File: src/logic/hfp_map.svh
// offsets-free constants for the host frame protocol controller
`ifndef HFP_MAP_SVH
`define HFP_MAP_SVH
`define HFP_START0 8'h00
`define HFP_START1 8'hff
`define HFP_ID_TO_DEV 8'hd4
`define HFP_ID_FROM_DEV 8'hd5
`define HFP_EXT_MARK 8'hff
`define HFP_PREAMBLE 8'h00
`define HFP_ACK_LEN 8'h00
`define HFP_ACK_LCS 8'hff
`define HFP_NACK_LEN 8'hff
`define HFP_NACK_LCS 8'h00
`define HFP_ERR_CMD 8'h7f
`define HFP_NORMAL_MAX 9'd255
`define HFP_EXT_MAX 9'd265
`define HFP_CLK_NS 100
`define HFP_RESP_TIMEOUT_MS 15
`define HFP_RESP_TIMEOUT_CYC ((`HFP_RESP_TIMEOUT_MS * 1000000) / `HFP_CLK_NS)
`endif

File: src/logic/hfp_pkg.sv
// types for the host frame protocol controller
package hfp_pkg;
	typedef struct packed {
		logic [7:0] data;
		logic last;
	} hfp_byte_t;
	typedef enum logic [3:0] {
		TX_IDLE = 4'h0,
		TX_PRE = 4'h1,
		TX_S0 = 4'h2,
		TX_S1 = 4'h3,
		TX_LEN = 4'h4,
		TX_LCS = 4'h5,
		TX_EXH = 4'h6,
		TX_EXL = 4'h7,
		TX_EXC = 4'h8,
		TX_ID = 4'h9,
		TX_DATA = 4'ha,
		TX_DCS = 4'hb,
		TX_POST = 4'hc
	} hfp_tx_t;
	typedef enum logic [3:0] {
		RX_HUNT = 4'h0,
		RX_S1 = 4'h1,
		RX_LEN = 4'h2,
		RX_LCS = 4'h3,
		RX_EXH = 4'h4,
		RX_EXL = 4'h5,
		RX_EXC = 4'h6,
		RX_ID = 4'h7,
		RX_DATA = 4'h8,
		RX_DCS = 4'h9
	} hfp_rx_t;
endpackage

File: src/logic/hfp_fifo.sv
// byte fifo between payload source and frame transmitter
`timescale 1ns/1ns
module hfp_fifo #(
	parameter int WIDTH = 9,
	parameter int DEPTH = 8
) (
	input wire logic clk_in,
	input wire logic rst_in,
	input wire logic [WIDTH-1:0] wr_data_in,
	input wire logic wr_valid_in,
	output logic wr_ready_out,
	output logic [WIDTH-1:0] rd_data_out,
	output logic rd_valid_out,
	input wire logic rd_ready_in
);
	localparam int AW = $clog2(DEPTH);
	typedef struct packed {
		logic [AW:0] wp;
		logic [AW:0] rp;
		logic wr_ready;
	} hfp_fifo_st_t;
	logic [WIDTH-1:0] mem [DEPTH];
	hfp_fifo_st_t st;
	hfp_fifo_st_t next_st;
	logic full;
	logic empty;
	assign empty = st.wp == st.rp;
	assign full = (st.wp[AW] != st.rp[AW]) && (st.wp[AW-1:0] == st.rp[AW-1:0]);
	assign wr_ready_out = st.wr_ready;
	assign rd_valid_out = !empty;
	assign rd_data_out = mem[st.rp[AW-1:0]];
	always_comb begin
		next_st = st;
		if (wr_valid_in && !full) begin
			next_st.wp = st.wp + 1'b1;
		end
		if (rd_ready_in && !empty) begin
			next_st.rp = st.rp + 1'b1;
		end
		// ready is registered from the pointers of the coming cycle
		next_st.wr_ready = !((next_st.wp[AW] != next_st.rp[AW])
			&& (next_st.wp[AW-1:0] == next_st.rp[AW-1:0]));
	end
	always_ff @(posedge clk_in) begin
		if (rst_in) begin
			st <= '{wp: '0, rp: '0, wr_ready: 1'b1};
		end else begin
			st <= next_st;
		end
		if (wr_valid_in && !full) begin
			mem[st.wp[AW-1:0]] <= wr_data_in;
		end
	end
endmodule // hfp_fifo

File: src/logic/hfp_host.sv
// host-side frame controller: builds command frames, parses device frames
`timescale 1ns/1ns
`include "hfp_map.svh"
// Operation
// - host sends only while not receiving a frame; half duplex
// - normal length byte counts identifier plus payload
// - length plus length checksum low byte is zero
// - identifier d4 host to device, d5 device to host
// - first payload byte is command; data checksum zeroes the sum
// - normal frame holds at most 255 bytes with identifier
// - extended frame: ff ff, high, low, checksum of both
// - host uses extended frame above 255; accepts either form
// - host may send acknowledge frame after good response
// - only host sends negative acknowledge; device then resends response
// - command, device acknowledge, response, optional host acknowledge
// - host sends one negative acknowledge per command, on bad or missing response
module hfp_host (
	input wire logic clk_in,
	input wire logic rst_in,
	input wire logic [8:0] cmd_len_in,
	input wire logic cmd_start_in,
	input wire logic [8:0] pay_data_in,
	input wire logic pay_valid_in,
	output logic pay_ready_out,
	input wire logic send_ack_in,
	input wire logic abort_in,
	output logic busy_out,
	output logic [7:0] tx_byte_out,
	output logic tx_valid_out,
	input wire logic tx_ready_in,
	input wire logic [7:0] rx_byte_in,
	input wire logic rx_valid_in,
	output logic [7:0] resp_data_out,
	output logic resp_valid_out,
	output logic resp_last_out,
	output logic ack_seen_out,
	output logic err_frame_out,
	output logic resp_bad_out,
	output logic timeout_out
);
	typedef struct packed {
		hfp_pkg::hfp_tx_t tx;
		hfp_pkg::hfp_rx_t rx;
		logic [8:0] tx_len;
		logic [8:0] tx_cnt;
		logic [7:0] tx_sum;
		logic tx_ext;
		logic [1:0] ctl;
		logic [8:0] rx_len;
		logic [8:0] rx_cnt;
		logic [7:0] rx_sum;
		logic [7:0] rx_lh;
		logic rx_err;
		logic waiting;
		logic nack_sent;
		logic [23:0] tmo;
		logic [7:0] tx_byte;
		logic tx_valid;
		logic [7:0] resp_data;
		logic resp_valid;
		logic resp_last;
		logic ack_seen;
		logic err_frame;
		logic resp_bad;
		logic timeout;
		logic busy;
	} hfp_st_t;
	localparam logic [1:0] CTL_NONE = 2'h0;
	localparam logic [1:0] CTL_ACK = 2'h1;
	localparam logic [1:0] CTL_NACK = 2'h2;
	localparam logic [23:0] TMO_CYC = 24'(`HFP_RESP_TIMEOUT_CYC);
	hfp_st_t st;
	hfp_st_t next_st;
	hfp_pkg::hfp_byte_t fifo_out;
	logic fifo_valid;
	logic fifo_pop;
	logic fifo_wready;
	logic tx_take;
	logic rx_idle;
	hfp_fifo #(.WIDTH(9), .DEPTH(8)) i_hfp_fifo (
		.clk_in(clk_in),
		.rst_in(rst_in),
		.wr_data_in(pay_data_in),
		.wr_valid_in(pay_valid_in),
		.wr_ready_out(fifo_wready),
		.rd_data_out(fifo_out),
		.rd_valid_out(fifo_valid),
		.rd_ready_in(fifo_pop)
	);
	assign pay_ready_out = fifo_wready;
	assign tx_take = !st.tx_valid || tx_ready_in;
	assign fifo_pop = tx_take && st.tx == hfp_pkg::TX_DATA && fifo_valid && st.tx_cnt < st.tx_len;
	// a lone 00 postamble leaves the receiver waiting for ff: still between frames
	assign rx_idle = st.rx == hfp_pkg::RX_HUNT || st.rx == hfp_pkg::RX_S1;
	always_comb begin
		next_st = st;
		next_st.resp_valid = 1'b0;
		next_st.resp_last = 1'b0;
		next_st.ack_seen = 1'b0;
		next_st.err_frame = 1'b0;
		next_st.resp_bad = 1'b0;
		next_st.timeout = 1'b0;
		if (st.tx_valid && tx_ready_in) begin
			next_st.tx_valid = 1'b0;
		end
		// ---------------------------------------------------------------
		// transmitter
		// ---------------------------------------------------------------
		if (tx_take) begin
			unique case (st.tx)
				hfp_pkg::TX_IDLE: begin
					if (rx_idle && st.ctl != CTL_NONE) begin
						next_st.tx = hfp_pkg::TX_PRE;
						next_st.tx_len = '0;
					end else if (rx_idle && cmd_start_in) begin
						next_st.tx = hfp_pkg::TX_PRE;
						next_st.tx_len = cmd_len_in;
						next_st.tx_ext = cmd_len_in > `HFP_NORMAL_MAX;
						next_st.waiting = 1'b1;
						next_st.nack_sent = 1'b0;
					end else if (send_ack_in || abort_in) begin
						next_st.ctl = CTL_ACK;
						next_st.waiting = 1'b0;
					end
				end
				hfp_pkg::TX_PRE: begin
					next_st.tx_byte = `HFP_PREAMBLE;
					next_st.tx_valid = 1'b1;
					next_st.tx = hfp_pkg::TX_S0;
				end
				hfp_pkg::TX_S0: begin
					next_st.tx_byte = `HFP_START0;
					next_st.tx_valid = 1'b1;
					next_st.tx = hfp_pkg::TX_S1;
				end
				hfp_pkg::TX_S1: begin
					next_st.tx_byte = `HFP_START1;
					next_st.tx_valid = 1'b1;
					next_st.tx = hfp_pkg::TX_LEN;
				end
				hfp_pkg::TX_LEN: begin
					next_st.tx_valid = 1'b1;
					next_st.tx = hfp_pkg::TX_LCS;
					if (st.ctl == CTL_ACK) begin
						next_st.tx_byte = `HFP_ACK_LEN;
					end else if (st.ctl == CTL_NACK) begin
						next_st.tx_byte = `HFP_NACK_LEN;
					end else if (st.tx_ext) begin
						next_st.tx_byte = `HFP_EXT_MARK;
					end else begin
						next_st.tx_byte = st.tx_len[7:0];
					end
				end
				hfp_pkg::TX_LCS: begin
					next_st.tx_valid = 1'b1;
					next_st.tx = hfp_pkg::TX_ID;
					if (st.ctl == CTL_ACK) begin
						next_st.tx_byte = `HFP_ACK_LCS;
						next_st.tx = hfp_pkg::TX_POST;
					end else if (st.ctl == CTL_NACK) begin
						next_st.tx_byte = `HFP_NACK_LCS;
						next_st.tx = hfp_pkg::TX_POST;
					end else if (st.tx_ext) begin
						next_st.tx_byte = `HFP_EXT_MARK;
						next_st.tx = hfp_pkg::TX_EXH;
					end else begin
						next_st.tx_byte = 8'(8'h00 - st.tx_len[7:0]);
					end
				end
				hfp_pkg::TX_EXH: begin
					next_st.tx_byte = {7'h00, st.tx_len[8]};
					next_st.tx_valid = 1'b1;
					next_st.tx = hfp_pkg::TX_EXL;
				end
				hfp_pkg::TX_EXL: begin
					next_st.tx_byte = st.tx_len[7:0];
					next_st.tx_valid = 1'b1;
					next_st.tx = hfp_pkg::TX_EXC;
				end
				hfp_pkg::TX_EXC: begin
					next_st.tx_byte = 8'(8'h00 - {7'h00, st.tx_len[8]} - st.tx_len[7:0]);
					next_st.tx_valid = 1'b1;
					next_st.tx = hfp_pkg::TX_ID;
				end
				hfp_pkg::TX_ID: begin
					next_st.tx_byte = `HFP_ID_TO_DEV;
					next_st.tx_valid = 1'b1;
					next_st.tx_sum = `HFP_ID_TO_DEV;
					next_st.tx_cnt = 9'd1;
					next_st.tx = hfp_pkg::TX_DATA;
				end
				hfp_pkg::TX_DATA: begin
					if (st.tx_cnt >= st.tx_len) begin
						next_st.tx = hfp_pkg::TX_DCS;
					end else if (fifo_valid) begin
						next_st.tx_byte = fifo_out.data;
						next_st.tx_valid = 1'b1;
						next_st.tx_sum = 8'(st.tx_sum + fifo_out.data);
						next_st.tx_cnt = 9'(st.tx_cnt + 9'd1);
					end
				end
				hfp_pkg::TX_DCS: begin
					next_st.tx_byte = 8'(8'h00 - st.tx_sum);
					next_st.tx_valid = 1'b1;
					next_st.tx = hfp_pkg::TX_POST;
				end
				hfp_pkg::TX_POST: begin
					next_st.tx_byte = `HFP_PREAMBLE;
					next_st.tx_valid = 1'b1;
					next_st.tx = hfp_pkg::TX_IDLE;
					next_st.ctl = CTL_NONE;
					next_st.tmo = '0;
				end
			endcase
		end
		// ---------------------------------------------------------------
		// response wait timer
		// ---------------------------------------------------------------
		if (st.waiting && st.tx == hfp_pkg::TX_IDLE && rx_idle) begin
			next_st.tmo = 24'(st.tmo + 24'h000001);
			if (st.tmo >= TMO_CYC) begin
				next_st.timeout = 1'b1;
				next_st.tmo = '0;
				if (st.nack_sent) begin
					next_st.waiting = 1'b0;
				end else begin
					next_st.ctl = CTL_NACK;
					next_st.nack_sent = 1'b1;
				end
			end
		end
		// ---------------------------------------------------------------
		// receiver
		// ---------------------------------------------------------------
		if (rx_valid_in) begin
			unique case (st.rx)
				hfp_pkg::RX_HUNT: begin
					if (rx_byte_in == `HFP_START0) begin
						next_st.rx = hfp_pkg::RX_S1;
					end
				end
				hfp_pkg::RX_S1: begin
					if (rx_byte_in == `HFP_START1) begin
						next_st.rx = hfp_pkg::RX_LEN;
					end else if (rx_byte_in != `HFP_START0) begin
						next_st.rx = hfp_pkg::RX_HUNT;
					end
				end
				hfp_pkg::RX_LEN: begin
					next_st.rx_lh = rx_byte_in;
					next_st.rx = hfp_pkg::RX_LCS;
				end
				hfp_pkg::RX_LCS: begin
					next_st.rx = hfp_pkg::RX_HUNT;
					if (st.rx_lh == `HFP_ACK_LEN && rx_byte_in == `HFP_ACK_LCS) begin
						next_st.ack_seen = 1'b1;
					end else if (st.rx_lh == `HFP_EXT_MARK && rx_byte_in == `HFP_EXT_MARK) begin
						next_st.rx = hfp_pkg::RX_EXH;
					end else if (8'(st.rx_lh + rx_byte_in) == 8'h00) begin
						next_st.rx_len = {1'b0, st.rx_lh};
						next_st.rx = hfp_pkg::RX_ID;
					end else begin
						next_st.resp_bad = 1'b1;
					end
				end
				hfp_pkg::RX_EXH: begin
					next_st.rx_lh = rx_byte_in;
					next_st.rx = hfp_pkg::RX_EXL;
				end
				hfp_pkg::RX_EXL: begin
					next_st.rx_len = {st.rx_lh[0], rx_byte_in};
					next_st.rx_sum = 8'(st.rx_lh + rx_byte_in);
					next_st.rx_err = st.rx_lh > 8'h01;
					next_st.rx = hfp_pkg::RX_EXC;
				end
				hfp_pkg::RX_EXC: begin
					next_st.rx = hfp_pkg::RX_ID;
					if (8'(st.rx_sum + rx_byte_in) != 8'h00 || st.rx_err) begin
						next_st.resp_bad = 1'b1;
						next_st.rx = hfp_pkg::RX_HUNT;
					end
				end
				hfp_pkg::RX_ID: begin
					next_st.rx_sum = rx_byte_in;
					next_st.rx_cnt = 9'd1;
					next_st.rx_err = rx_byte_in != `HFP_ID_FROM_DEV;
					next_st.rx = (st.rx_len > 9'd1) ? hfp_pkg::RX_DATA : hfp_pkg::RX_DCS;
				end
				hfp_pkg::RX_DATA: begin
					next_st.rx_sum = 8'(st.rx_sum + rx_byte_in);
					next_st.rx_cnt = 9'(st.rx_cnt + 9'd1);
					next_st.resp_data = rx_byte_in;
					next_st.resp_valid = 1'b1;
					if (st.rx_cnt == 9'd1 && rx_byte_in == `HFP_ERR_CMD) begin
						next_st.err_frame = 1'b1;
					end
					if (9'(st.rx_cnt + 9'd1) >= st.rx_len) begin
						next_st.rx = hfp_pkg::RX_DCS;
					end
				end
				hfp_pkg::RX_DCS: begin
					next_st.rx = hfp_pkg::RX_HUNT;
					next_st.resp_last = 1'b1;
					if (8'(st.rx_sum + rx_byte_in) != 8'h00 || st.rx_err) begin
						next_st.resp_bad = 1'b1;
						if (st.waiting && !st.nack_sent && st.ctl == CTL_NONE) begin
							next_st.ctl = CTL_NACK;
							next_st.nack_sent = 1'b1;
						end
					end else begin
						next_st.waiting = 1'b0;
						if (send_ack_in) begin
							next_st.ctl = CTL_ACK;
						end
					end
				end
				default: begin
					next_st.rx = hfp_pkg::RX_HUNT;
				end
			endcase
		end
		next_st.busy = next_st.tx != hfp_pkg::TX_IDLE || next_st.waiting;
	end
	always_ff @(posedge clk_in) begin
		if (rst_in) begin
			st <= '0;
		end else begin
			st <= next_st;
		end
	end
	assign busy_out = st.busy;
	assign tx_byte_out = st.tx_byte;
	assign tx_valid_out = st.tx_valid;
	assign resp_data_out = st.resp_data;
	assign resp_valid_out = st.resp_valid;
	assign resp_last_out = st.resp_last;
	assign ack_seen_out = st.ack_seen;
	assign err_frame_out = st.err_frame;
	assign resp_bad_out = st.resp_bad;
	assign timeout_out = st.timeout;
	AST_ID_BYTE: assert property (@(posedge clk_in) disable iff (rst_in)
		st.tx == hfp_pkg::TX_ID && tx_take |=> tx_byte_out == 8'hd4 && tx_valid_out)
		else $error("identifier byte not d4");
	AST_HALF_DUPLEX: assert property (@(posedge clk_in) disable iff (rst_in)
		st.tx == hfp_pkg::TX_IDLE && !rx_idle |=> st.tx == hfp_pkg::TX_IDLE)
		else $error("transmit started during receive");
	AST_LCS: assert property (@(posedge clk_in) disable iff (rst_in)
		st.tx == hfp_pkg::TX_LCS && tx_take && st.ctl == CTL_NONE && !st.tx_ext
		|=> 8'(tx_byte_out + $past(st.tx_len[7:0])) == 8'h00)
		else $error("length checksum wrong");
	AST_HUNT: assert property (@(posedge clk_in) disable iff (rst_in)
		st.rx == hfp_pkg::RX_HUNT && rx_valid_in && rx_byte_in != 8'h00
		|=> st.rx == hfp_pkg::RX_HUNT)
		else $error("hunt left without start byte");
	AST_POST: assert property (@(posedge clk_in) disable iff (rst_in)
		st.rx == hfp_pkg::RX_DCS && rx_valid_in |=> st.rx == hfp_pkg::RX_HUNT && resp_last_out)
		else $error("no return to hunt after checksum");
	AST_BAD_LEN: assert property (@(posedge clk_in) disable iff (rst_in)
		st.rx == hfp_pkg::RX_LCS && rx_valid_in && 8'(st.rx_lh + rx_byte_in) != 8'h00
		&& st.rx_lh != 8'hff && !(st.rx_lh == 8'h00 && rx_byte_in == 8'hff)
		|=> resp_bad_out && !resp_valid_out)
		else $error("bad length checksum not dropped");
	AST_EXT: assert property (@(posedge clk_in) disable iff (rst_in)
		st.tx == hfp_pkg::TX_IDLE && tx_take && st.ctl == CTL_NONE && cmd_start_in
		&& rx_idle && cmd_len_in > 9'd255 |=> st.tx_ext)
		else $error("long command not extended");
	AST_NACK: assert property (@(posedge clk_in) disable iff (rst_in)
		st.ctl == CTL_NACK && st.tx == hfp_pkg::TX_LEN && tx_take |=> tx_byte_out == 8'hff)
		else $error("nack length byte wrong");
endmodule // hfp_host

File: config.mk
export PLATFORM = sky130hd
export DESIGN_NAME = hfp_host
export DESIGN_NICKNAME = d
export VERILOG_FILES = /design/src/logic/hfp_pkg.sv /design/src/logic/hfp_fifo.sv /design/src/logic/hfp_host.sv
export VERILOG_INCLUDE_DIRS = /design/src /design/src/logic
export SDC_FILE = /design/constraint.sdc
export NUM_CORES = 1
export LEC_CHECK = 0
export BUFFER_PORTS_ARGS = -buffer_cell sky130_fd_sc_hd__buf_2
export CORE_UTILIZATION = 45
export CTS_BUF_LIST = sky130_fd_sc_hd__clkbuf_4
export CTS_CLUSTER_DIAMETER = 30
export DETAILED_ROUTE_END_ITERATION = 8
export SLEW_MARGIN = 20
export SYNTH_ARGS = -nofsm -noshare
export SYNTH_HDL_FRONTEND = slang
export SYNTH_SLANG_ARGS = --single-unit
export TNS_END_PERCENT = 10
File: constraint.sdc
create_clock -name clk_in -period 3.8 [get_ports clk_in]
set_input_delay 0.76 -clock clk_in [delete_from_list [all_inputs] [get_ports clk_in]]
set_output_delay 0.76 -clock clk_in [all_outputs]
set_load 0.03 [all_outputs]
==> flow_metrics.env, run 1 <==
export IMPL_status="complete, no violations"
export IMPL_period_minus_slack_ns=3.29
export IMPL_routed_wl_mm=26.9
export IMPL_final_common_cell="dfxtp_1"
export IMPL_async_flop_share_pct=0
export IMPL_syn_nets=1287
export IMPL_ys_seq_area_share_pct=40.7
export IMPL_gr_total_overflow=0
export IMPL_path_clk_slew_ns=0.19
export IMPL_start_util_pct=46.0
export IMPL_cts_setup_buffers=0
export IMPL_maxSlewHeadroom_pct=36.9
export IMPL_power_density_nw_per_um2=384
export IMPL_syn_avg_cell_area_um2=9.36
export IMPL_ys_ff_latch=195
export IMPL_crit_fanout=7
export IMPL_h_tree_depth=4
export IMPL_r2r_slack_ns=0.51
export IMPL_setup_tns_ns=0
export IMPL_vdd_drop_max_uv=243
export IMPL_cts_sinks=195
export IMPL_tritoncts="built"
export IMPL_vias=9086
export IMPL_cts_root_buf="clkbuf_4"
export IMPL_critPathLaunchType="register"
export IMPL_io_pins=59
export IMPL_ys_dominant_reg_cell="dfxtp_1"
export IMPL_internal_power_w=0.00298
export IMPL_grt_pass1_wl_mm=44.4
export IMPL_finalSetupViolCount=0
export IMPL_drt_pass1_iterations=5
export IMPL_grt_max_degree=52
export IMPL_r2r_cells=11
export IMPL_grt_pass1_vias=8466
export IMPL_gp_congestion=0.911
export IMPL_synth_edf_count=64
export IMPL_nets=1324
export IMPL_synth_top_area_share_pct=23.5
export IMPL_ys_top_cells_by_area="dfxtp_1 23%, edfxtp_1 17%, ha_1 6.2%, nor2_1 3.9%, a21oi_1 3.5%"
export IMPL_pwr_share_clk_pct=27.4
export IMPL_yosys_area_top_type="dfxtp_1"
export IMPL_syn_inst=1194
export IMPL_min_to="st[110]"
export IMPL_postPlaceCellArea_um2=11800
export IMPL_p_switching_w=0.00167
export IMPL_die_width_um=160
export IMPL_crit_required_ns=4.32
export IMPL_synthToLayoutAreaGrowth_pct=8.30
export IMPL_hpwl_mm=19.5
export IMPL_synth_cell_types=89
export IMPL_dieArea_um2=25500
export IMPL_cts_made_buffers=17
export IMPL_cts_hold_buf=0
export IMPL_drc=0
export IMPL_clk_latency_ns=0.61
export IMPL_worstMarginPinSlew_ns=0.944
export IMPL_slew_viol_final=0
export IMPL_rows=57
export IMPL_drt_initial_drc_count=679
export IMPL_most_common_layout_cells="131 x dfxtp_1, 117 x nor2_1, 100 x nand2_1, 79 x a21oi_1, 64 x edfxtp_1"
export IMPL_antenna_found_initial=1
export IMPL_p_comb_share_pct=23.2
export IMPL_worst_setup_path_type="register to register"
export IMPL_drive_gt1_share_pct=14.1
export IMPL_worstHoldStart="cmd_len_in[5]"
export IMPL_hp_class="primary input to register"
export IMPL_cap_violations=0
export IMPL_max_freq_mhz=304
export IMPL_hold_viol=0
export IMPL_yosys_warnings=0
export IMPL_design_area_um2=12100
export IMPL_netSwitchingFraction_pct=35.9
export IMPL_viasPerCell=5.79
export IMPL_detail_route_antenna_nets=0
export IMPL_pwr_share_seq_pct=49.4
export IMPL_arrival_ns=3.81
export IMPL_clk_path_buf_depth=2
export IMPL_leakage_nw=4.54
export IMPL_r2r_start="st[68]"
export IMPL_post_route_util_pct=49.8
export IMPL_io_buffers=57
export IMPL_cts_resized=0
export IMPL_die_y_um=160
export IMPL_fin_skew_ns=0.0398
export IMPL_hold_depth=3
export IMPL_core_um2=24300
export IMPL_r2r_end="st[114]"
export IMPL_wl_per_cell_um=17.2
export IMPL_rsz0062_at_grt="no"
export IMPL_finalCritPeriodShare_pct=86.6
export IMPL_syn_area_um2=11200
export IMPL_grt_usage_pct=21.7
export IMPL_end_kind="register"
==> layer usage <==
layer / routed length (µm) / GRT usage (%)
met1: 12700 / 30.0
met2: 12500 / 35.2
met3: 1330 / 3.05
met4: 395 / 6.08
met5: 0 / 0
==> synth_stat cells (27+ instances only) <==
master,number
dfxtp_1,131
clkbuf_1,43
inv_1,50
xnor2_1,27
nand2_1,100
o21ai_0,62
ha_1,55
nand3_1,37
xor2_1,30
nor2_1,117
a21oi_1,79
edfxtp_1,64
nor3_1,29
==> through the flow <==
stage | hold slack, ns | total power (W) | worst slack, ns | std cells
after global routing | 0.357 | 0.00491 | 0.223 | 1569
after CTS | 0.358 | 0.00470 | 0.528 | 1568
after detailed placement | 0.449 | 0.00341 | 0.173 | 1536
after floorplan | 0.427 | 0.00314 | 0.552 | 1194
after global placement | 0.442 | 0.00341 | 0.202 | 1536
final | 0.404 | 0.00465 | 0.508 | 1569
==> kinds of logic after synthesis <==
group                    after synthesis  synth area share (%)
buffers and inverters                121                  4.94
AO/OA/AOI/OAI                        300                  18.6
adder cells (fa/ha/maj)               59                  6.87
XOR/XNOR                              57                  4.47
AND/OR/NAND/NOR                      416                  18.5
multiplexers                          46                  5.99
flip-flops                           195                  40.7
==> power by group through the flow <==
stage | Sequential (W) | Combinational (W) | Clock [W]
3_5_place_dp | 0.00234 | 0.00107 | 0
3_3_place_gp | 0.00234 | 0.00106 | 0
5_1_grt | 0.00231 | 0.00120 | 0.00140
2_1_floorplan | 0.00233 | 0.000811 | 0
6_report | 0.00230 | 0.00108 | 0.00128
4_1_cts | 0.00230 | 0.00107 | 0.00132
==> cell type report <==
cell class,instances,area (µm²)
Fill cell,2262,12200
Multi-Input combinational cell,878,6080
Sequential cell,195,4540
Timing Repair Buffer,89,541
Tap cell,324,405
Clock inverter,15,215
Inverter,50,188
Clock buffer,17,128
Antenna cell,1,2.50
==> worst max-delay path, stage by stage (launching register included) <==
cell and delay [ns]:
dfxtp_1 0.43, ha_1 0.26, nand3_1 0.13, nor2_1 0.30, xor2_1 0.23, ha_1 0.29
and4_1 0.21, a221oi_1 0.25, a21boi_0 0.15, o41ai_2 0.57, a311oi_1 0.10, a221oi_1 0.30
==> flip-flops by register name (all words and copies together) (netlist names) <==
signal / count
tx_valid_out: 1
busy_out: 1
i_hfp_fifo.st: 8
timeout_out: 1
err_frame_out: 1
i_hfp_fifo.mem: 64
tx_byte_out: 8
resp_valid_out: 1
resp_data_out: 8
resp_bad_out: 1
st: 98
i_hfp_fifo.wr_ready_out: 1
ack_seen_out: 1
resp_last_out: 1
==> worst max-delay path by stage <==
stage                   from      end  slack, ns
2_1_floorplan  rx_byte_in[0]   st[82]       0.55
6_report              st[68]  st[114]       0.51
3_5_place_dp   rx_byte_in[0]  st[114]       0.17
3_3_place_gp   rx_byte_in[0]  st[114]       0.20
4_1_cts               st[51]   st[80]       0.53
5_1_grt               st[68]  st[114]       0.22
(Power assumes the default switching activity.)
==> run 2, diff against run 1 <==
- CORE_ASPECT_RATIO: unset -> 1.2
- GPL_TIMING_DRIVEN: unset -> 0
==> run 2 against run 1 <==
Register-to-register slack worse by 0.33 ns. Combinational power up 5%. Clock skew down 0.018 ns. Sequential power about the same. Clock power down 5%. Maximum frequency down 9.2%. Final cell count up 2.2%. Cell area up 0.68%. Non-clock buffer count up 38. Core utilization up 0.74 points. Clock-buffer cell count unchanged. Critical path type unchanged. Flip-flop and latch count unchanged.
==> flow_metrics.env, run 2 (synthesized netlist as in run 1, its figures left out) <==
export IMPL_drt_pass1_iterations=5
export IMPL_seqCellArea_um2=4540
export IMPL_fillers=2334
export IMPL_rows=62
export IMPL_dieArea_um2=25500
export IMPL_arrival_ns=4.13
export IMPL_dp_cells=1572
export IMPL_rsz0062_at_grt="no"
export IMPL_drc=0
export IMPL_synthToLayoutAreaGrowth_pct=9.03
export IMPL_drt_initial_drc_count=547
export IMPL_most_common_layout_cells="131 x dfxtp_1, 117 x nor2_1, 100 x nand2_1, 79 x a21oi_1, 64 x edfxtp_1"
export IMPL_worst_setup_path_type="register to register"
export IMPL_power_density_nw_per_um2=380
export IMPL_top_register="st"
export IMPL_cap_violations=0
export IMPL_cp_buffers_inverters=1
export IMPL_antenna_found_initial=1
export IMPL_maxSlewHeadroom_pct=32.9
export IMPL_fin_skew_ns=0.0214
export IMPL_worstMarginPinSlew_ns=1.00
export IMPL_slew_viol_final=0
export IMPL_io_buffers=57
export IMPL_cp_slowest_stage_delay_ns=0.66
export IMPL_routed_wl_mm=28.4
export IMPL_viasPerCell=5.71
export IMPL_crit_fanout=10
export IMPL_clk_latency_ns=0.62
export IMPL_cts_made_buffers=17
export IMPL_setup_tns_ns=0
export IMPL_period_minus_slack_ns=3.62
export IMPL_gr_total_overflow=0
export IMPL_io_pins=59
export IMPL_cts_sinks=195
export IMPL_tritoncts="built"
export IMPL_critPathTopFamily="simple AND/OR/NAND/NOR gates"
export IMPL_start_util_pct=46.3
export IMPL_critPathLaunchType="register"
export IMPL_finalSetupViolCount=0
export IMPL_end_kind="register"
export IMPL_largest_reg_flops=98
export IMPL_max_freq_mhz=276
export IMPL_grt_usage_pct=22.8
export IMPL_vdd_drop_max_uv=182
export IMPL_wl_per_cell_um=17.7
export IMPL_hpwl_mm=21.2
export IMPL_drive_gt1_share_pct=13.4
export IMPL_cp_slowest_cell="dfxtp_1"
export IMPL_core_um2=24100
export IMPL_finalCritPeriodShare_pct=95.4
export IMPL_leakage_nw=4.55
export IMPL_cts_setup_buffers=0
export IMPL_cts_root_buf="clkbuf_4"
export IMPL_grt_pass1_vias=8677
export IMPL_cts_hold_buf=0
export IMPL_die_y_um=175
export IMPL_fin_cells=1603
export IMPL_nets=1362
export IMPL_final_common_cell="dfxtp_1"
export IMPL_vias=9151
export IMPL_h_tree_depth=4
export IMPL_crit_required_ns=4.31
export IMPL_multi_input_area_um2=6090
export IMPL_gp_congestion=0.935
export IMPL_detail_route_antenna_nets=0
export IMPL_power_w=0.00463
export IMPL_grt_max_degree=20
export IMPL_cts_resized=0
export IMPL_die_width_um=146
export IMPL_path_cells="inv_1 -> ha_1 -> and4_1 -> and3b_1 -> a2111oi_4 -> a31oi_1 -> or4_4 -> a211oi_1 -> nor3_1"
export IMPL_status="complete, no violations"
export IMPL_hp_class="primary input to register"
export IMPL_path_clk_slew_ns=0.17
export IMPL_hold_viol=0
export IMPL_grt_pass1_wl_mm=45.8
export IMPL_clk_path_buf_depth=2
[run 2: cell types whose count changed in the layout (fill, tap and decap cells not counted), moves of 2 or more]
| cell | change |
|---|---|
| inv_12 | -7 |
| bufinv_16 | +2 |
| clkbuf_1 | +42 |
| buf_6 | +2 |
| buf_2 | +7 |
| buf_4 | -14 |
| nor3_1 | -2 |
| inv_8 | +2 |
| nor3_2 | +2 |
| clkinv_4 | +2 |
[run 2: path summary, 6_finish.rpt]
path              depth (start not counted)               end  slack, ns        startpoint
hold / removal                            2            st[86]       0.36       send_ack_in
setup reg to reg                          9    tx_byte_out[3]       0.18           st[113]
hold reg to reg                           2  resp_data_out[5]       0.47  resp_data_out[5]
setup / recovery                          9    tx_byte_out[3]       0.18           st[113]
[run 2: final cells by class]
type                    count  area share, %
plain buffers              69           2.92
multi-input cells         878           50.0
diodes                      1         0.0205
clock inverters            15           1.52
inverters                  50           1.54
clock buffers              17           1.05
repair buffers             58           2.40
well taps                 320           3.29
flip-flops and latches    195           37.3
[run 2: layer usage]
metal / share of wire [%] / up-vias / track usage (%)
met4: 1.3 / 0 / 6.62
met5: 0 / - / 0
met3: 3.9 / 29 / 3.24
met1: 46 / 4341 / 30.2
li1: - / 4565 / -
met2: 48 / 216 / 38.5
[run 2: per-stage QoR]
step	setup slack [ns]	hold WS (ns)	util [%]	instance area [µm²]
CTS	0.108	0.311	50.5	12200
finish	0.175	0.362	50.5	12200
global route	0.0394	0.324	50.5	12200
floorplan	0.552	0.427	-	11200
global placement	0.0558	0.442	49.2	11900
detailed placement	0.0774	0.448	49.2	11900
[run 2: power by group]
group / internal [W] / switching [W] / total, W / leakage [nW]
Sequential: 0.00223 / 0.0000603 / 0.00229 / 1.64
Clock: 0.000422 / 0.000792 / 0.00121 / 0.166
Combinational: 0.000410 / 0.000718 / 0.00113 / 2.75
==> run 3, diff against run 2 <==
- ABC_AREA: unset -> 1
- CAP_MARGIN: unset -> 20
==> run 3 against run 2 <==
Non-clock buffer count fell by 17. Via count rose by 15%. First-iteration DRC count rose by 35%. Final cell count rose by 23%. Sequential share of layout area fell by 0.98 points. Wire length rose by 12%. Highest routed layer unchanged.
==> flow_metrics.env, run 3 <==
export IMPL_finalCritPeriodShare_pct=80.1
export IMPL_period_minus_slack_ns=3.05
export IMPL_r2r_cells=19
export IMPL_internal_power_w=0.00294
export IMPL_synth_top_area_share_pct=22.8
export IMPL_most_common_layout_cells="328 x nand2_1, 201 x inv_1, 166 x nor2_1, 136 x a21oi_1, 131 x dfxtp_1"
export IMPL_hpwl_mm=23.9
export IMPL_grt_use_met3_pct=3.48
export IMPL_slew_viol_final=0
export IMPL_grt_max_degree=22
export IMPL_async_flop_share_pct=0
export IMPL_setup_tns_ns=0
export IMPL_design_area_um2=12500
export IMPL_worstHoldStart="pay_data_in[5]"
export IMPL_pre_cts_ws_ns=0.777
export IMPL_yosys_area_top_type="dfxtp_1"
export IMPL_io_pins=59
export IMPL_fin_skew_ns=0.0352
export IMPL_leakage_nw=5.50
export IMPL_worstMarginPinSlew_ns=0.959
export IMPL_clk_path_buf_depth=2
export IMPL_syn_avg_cell_area_um2=7.41
export IMPL_maxSlewHeadroom_pct=35.8
export IMPL_power_density_nw_per_um2=369
export IMPL_detail_route_antenna_nets=0
export IMPL_cpMostUsedCell="nand2_1"
export IMPL_vdd_drop_max_uv=275
export IMPL_cp_buffers_inverters=3
export IMPL_r2r_start="i_hfp_fifo.st[1]"
export IMPL_viasPerCell=5.33
export IMPL_pwr_share_clk_pct=25.1
export IMPL_ys_ff_latch=195
export IMPL_final_common_cell="nand2_1"
export IMPL_h_tree_depth=4
export IMPL_synthToLayoutAreaGrowth_pct=8.72
export IMPL_core_um2=24900
export IMPL_ys_dominant_reg_cell="dfxtp_1"
export IMPL_cts_sinks=195
export IMPL_synth_most_common_cell="nand2_1"
export IMPL_r2r_slack_ns=0.75
export IMPL_antenna_found_initial=1
export IMPL_start_util_pct=46.2
export IMPL_drt_pass1_iterations=5
export IMPL_dieArea_um2=26200
export IMPL_cts_resized=0
export IMPL_syn_nets=1646
export IMPL_status="complete, no violations"
export IMPL_die_width_um=148
export IMPL_postPlaceCellArea_um2=12200
export IMPL_busiest_layer="met2"
export IMPL_end_kind="register"
export IMPL_vias=10500
export IMPL_grt_pass1_vias=9663
export IMPL_crit_required_ns=4.35
export IMPL_path_clk_slew_ns=0.18
export IMPL_synth_cell_types=57
export IMPL_pwr_share_seq_pct=50.1
export IMPL_finalSetupViolCount=0
export IMPL_worst_setup_path_type="register to register"
export IMPL_top_register="st"
export IMPL_path_cells="buf_4 -> inv_2 -> clkbuf_1 -> o21ai_0 -> o22ai_1 -> nand2_1 -> nand2_1 -> ha_1 -> nand3_1 -> nand2_1 -> a21oi_1 -> o21ai_0 -> nand2_1 -> nand2_1 -> nand2_1 -> nand2_1 -> nand2_1 -> nand2_1 -> o21a_1"
export IMPL_gr_total_overflow=0
export IMPL_cp_slowest_cell="clkbuf_1"
export IMPL_syn_inst=1553
export IMPL_p_comb_share_pct=24.8
export IMPL_critPathLaunchType="register"
export IMPL_io_buffers=56
export IMPL_hold_viol=0
export IMPL_arrival_ns=3.59
export IMPL_rows=63
export IMPL_critPathTopFamily="simple AND/OR/NAND/NOR gates"
export IMPL_drc=0
export IMPL_routed_wl_mm=31.8
export IMPL_largest_reg_flops=98
export IMPL_rsz0062_at_grt="no"
export IMPL_wl_per_cell_um=16.2
export IMPL_cts_setup_buffers=0
export IMPL_fillers=2525
export IMPL_grt_pass1_wl_mm=50.9
export IMPL_cap_violations=0
export IMPL_synth_edf_count=64
export IMPL_cts_hold_buf=0
export IMPL_cts_root_buf="clkbuf_4"
export IMPL_gp_congestion=0.922
export IMPL_r2r_end="st[95]"
export IMPL_ys_seq_area_share_pct=39.5
export IMPL_ys_top_cells_by_area="dfxtp_1 23%, edfxtp_1 17%, nand2_1 11%, inv_1 6.6%, ha_1 6.0%"
export IMPL_syn_area_um2=11500
export IMPL_synth_common_cells="328 x nand2_1, 201 x inv_1, 167 x nor2_1"
export IMPL_grt_usage_pct=25.1
export IMPL_hold_depth=1
export IMPL_max_freq_mhz=328
export IMPL_crit_fanout=10
export IMPL_cp_slowest_stage_delay_ns=0.47
export IMPL_holdWs_ns=0.393
export IMPL_tritoncts="built"
export IMPL_fin_ws_ns=0.754
export IMPL_p_switching_w=0.00168
export IMPL_drive_gt1_share_pct=9.74
export IMPL_yosys_warnings=0
export IMPL_use_met1_pct=33.8
export IMPL_min_to="i_hfp_fifo.mem[0][5]"
export IMPL_cts_made_buffers=17
export IMPL_nets=1722
export IMPL_clk_latency_ns=0.64
export IMPL_drt_initial_drc_count=736
export IMPL_use_met2_pct=41.6
export IMPL_hp_class="primary input to register"
export IMPL_die_y_um=177
export IMPL_netSwitchingFraction_pct=36.3
-- run 3: cell count changes after synthesis, moves of 21 or more --
| cell | previous run | this run |
|---|---|---|
| and3_1 | 23 | 0 |
| nand2_1 | 100 | 328 |
| a21oi_1 | 79 | 136 |
| clkbuf_1 | 43 | 22 |
| mux2i_1 | 23 | 2 |
| nand3_1 | 37 | 93 |
| a311oi_1 | 23 | 0 |
| inv_1 | 50 | 201 |
| nor2_1 | 117 | 167 |
| o21ai_0 | 62 | 96 |
-- run 3: area by class of cell --
type	count	area [µm²]	share of cell area, %
Antenna cell	1	2.50	0.0200
Clock buffer	17	128	1.02
Sequential cell	195	4540	36.3
Clock inverter	15	171	1.37
Timing Repair Buffer	57	288	2.30
Multi-Input combinational cell	1093	5890	47.0
Inverter	212	798	6.38
Buffer	53	289	2.31
Tap cell	325	407	3.25
-- run 3: power by group through the flow --
stage	sequential (W)	combinational (W)	clock, W
final	0.00232	0.00115	0.00116
after global routing	0.00233	0.00129	0.00127
after CTS	0.00232	0.00115	0.00120
after detailed placement	0.00236	0.00114	0
after global placement	0.00236	0.00113	0
after floorplan	0.00236	0.000837	0
-- run 3: worst max-delay path by stage --
stage | from | to | slack (ns) | depth (start not counted)
after global routing | i_hfp_fifo.st[1] | st[94] | 0.52 | 16
final | i_hfp_fifo.st[1] | st[95] | 0.75 | 19
after global placement | rx_byte_in[1] | st[76] | 0.78 | 15
after floorplan | rx_byte_in[0] | st[76] | 1.31 | 14
after CTS | i_hfp_fifo.st[1] | st[95] | 0.75 | 19
after detailed placement | i_hfp_fifo.st[1] | st[95] | 0.78 | 19
-- run 3: cell families after synthesis --
kind of cell             after synthesis  share of synthesized area, %
AND/OR/NAND/NOR                      686                          26.2
AO/OA/AOI/OAI                        312                          15.5
buffers and inverters                265                          9.44
flip-flops                           195                          39.5
adder cells (fa/ha/maj)               59                          6.67
XOR/XNOR                              34                          2.59
multiplexers                           2                         0.174
-- run 3: metal layers --
metal / vias to the layer above / wire length [µm] / part of all wire, %
met5: - / 0 / 0
met3: 38 / 1600 / 5.0
met2: 273 / 14900 / 47
met1: 4839 / 14600 / 46
li1: 5347 / - / -
met4: 0 / 635 / 2.0
-- run 3: per-stage QoR --
| step | total power (W) | util [%] | cells |
|---|---|---|---|
| finish | 0.00462 | 50.2 | 1968 |
| floorplan | 0.00319 | - | 1553 |
| detailed placement | 0.00350 | 49.0 | 1935 |
| global placement | 0.00349 | 49.0 | 1934 |
| CTS | 0.00466 | 50.2 | 1967 |
| global route | 0.00489 | 50.2 | 1968 |
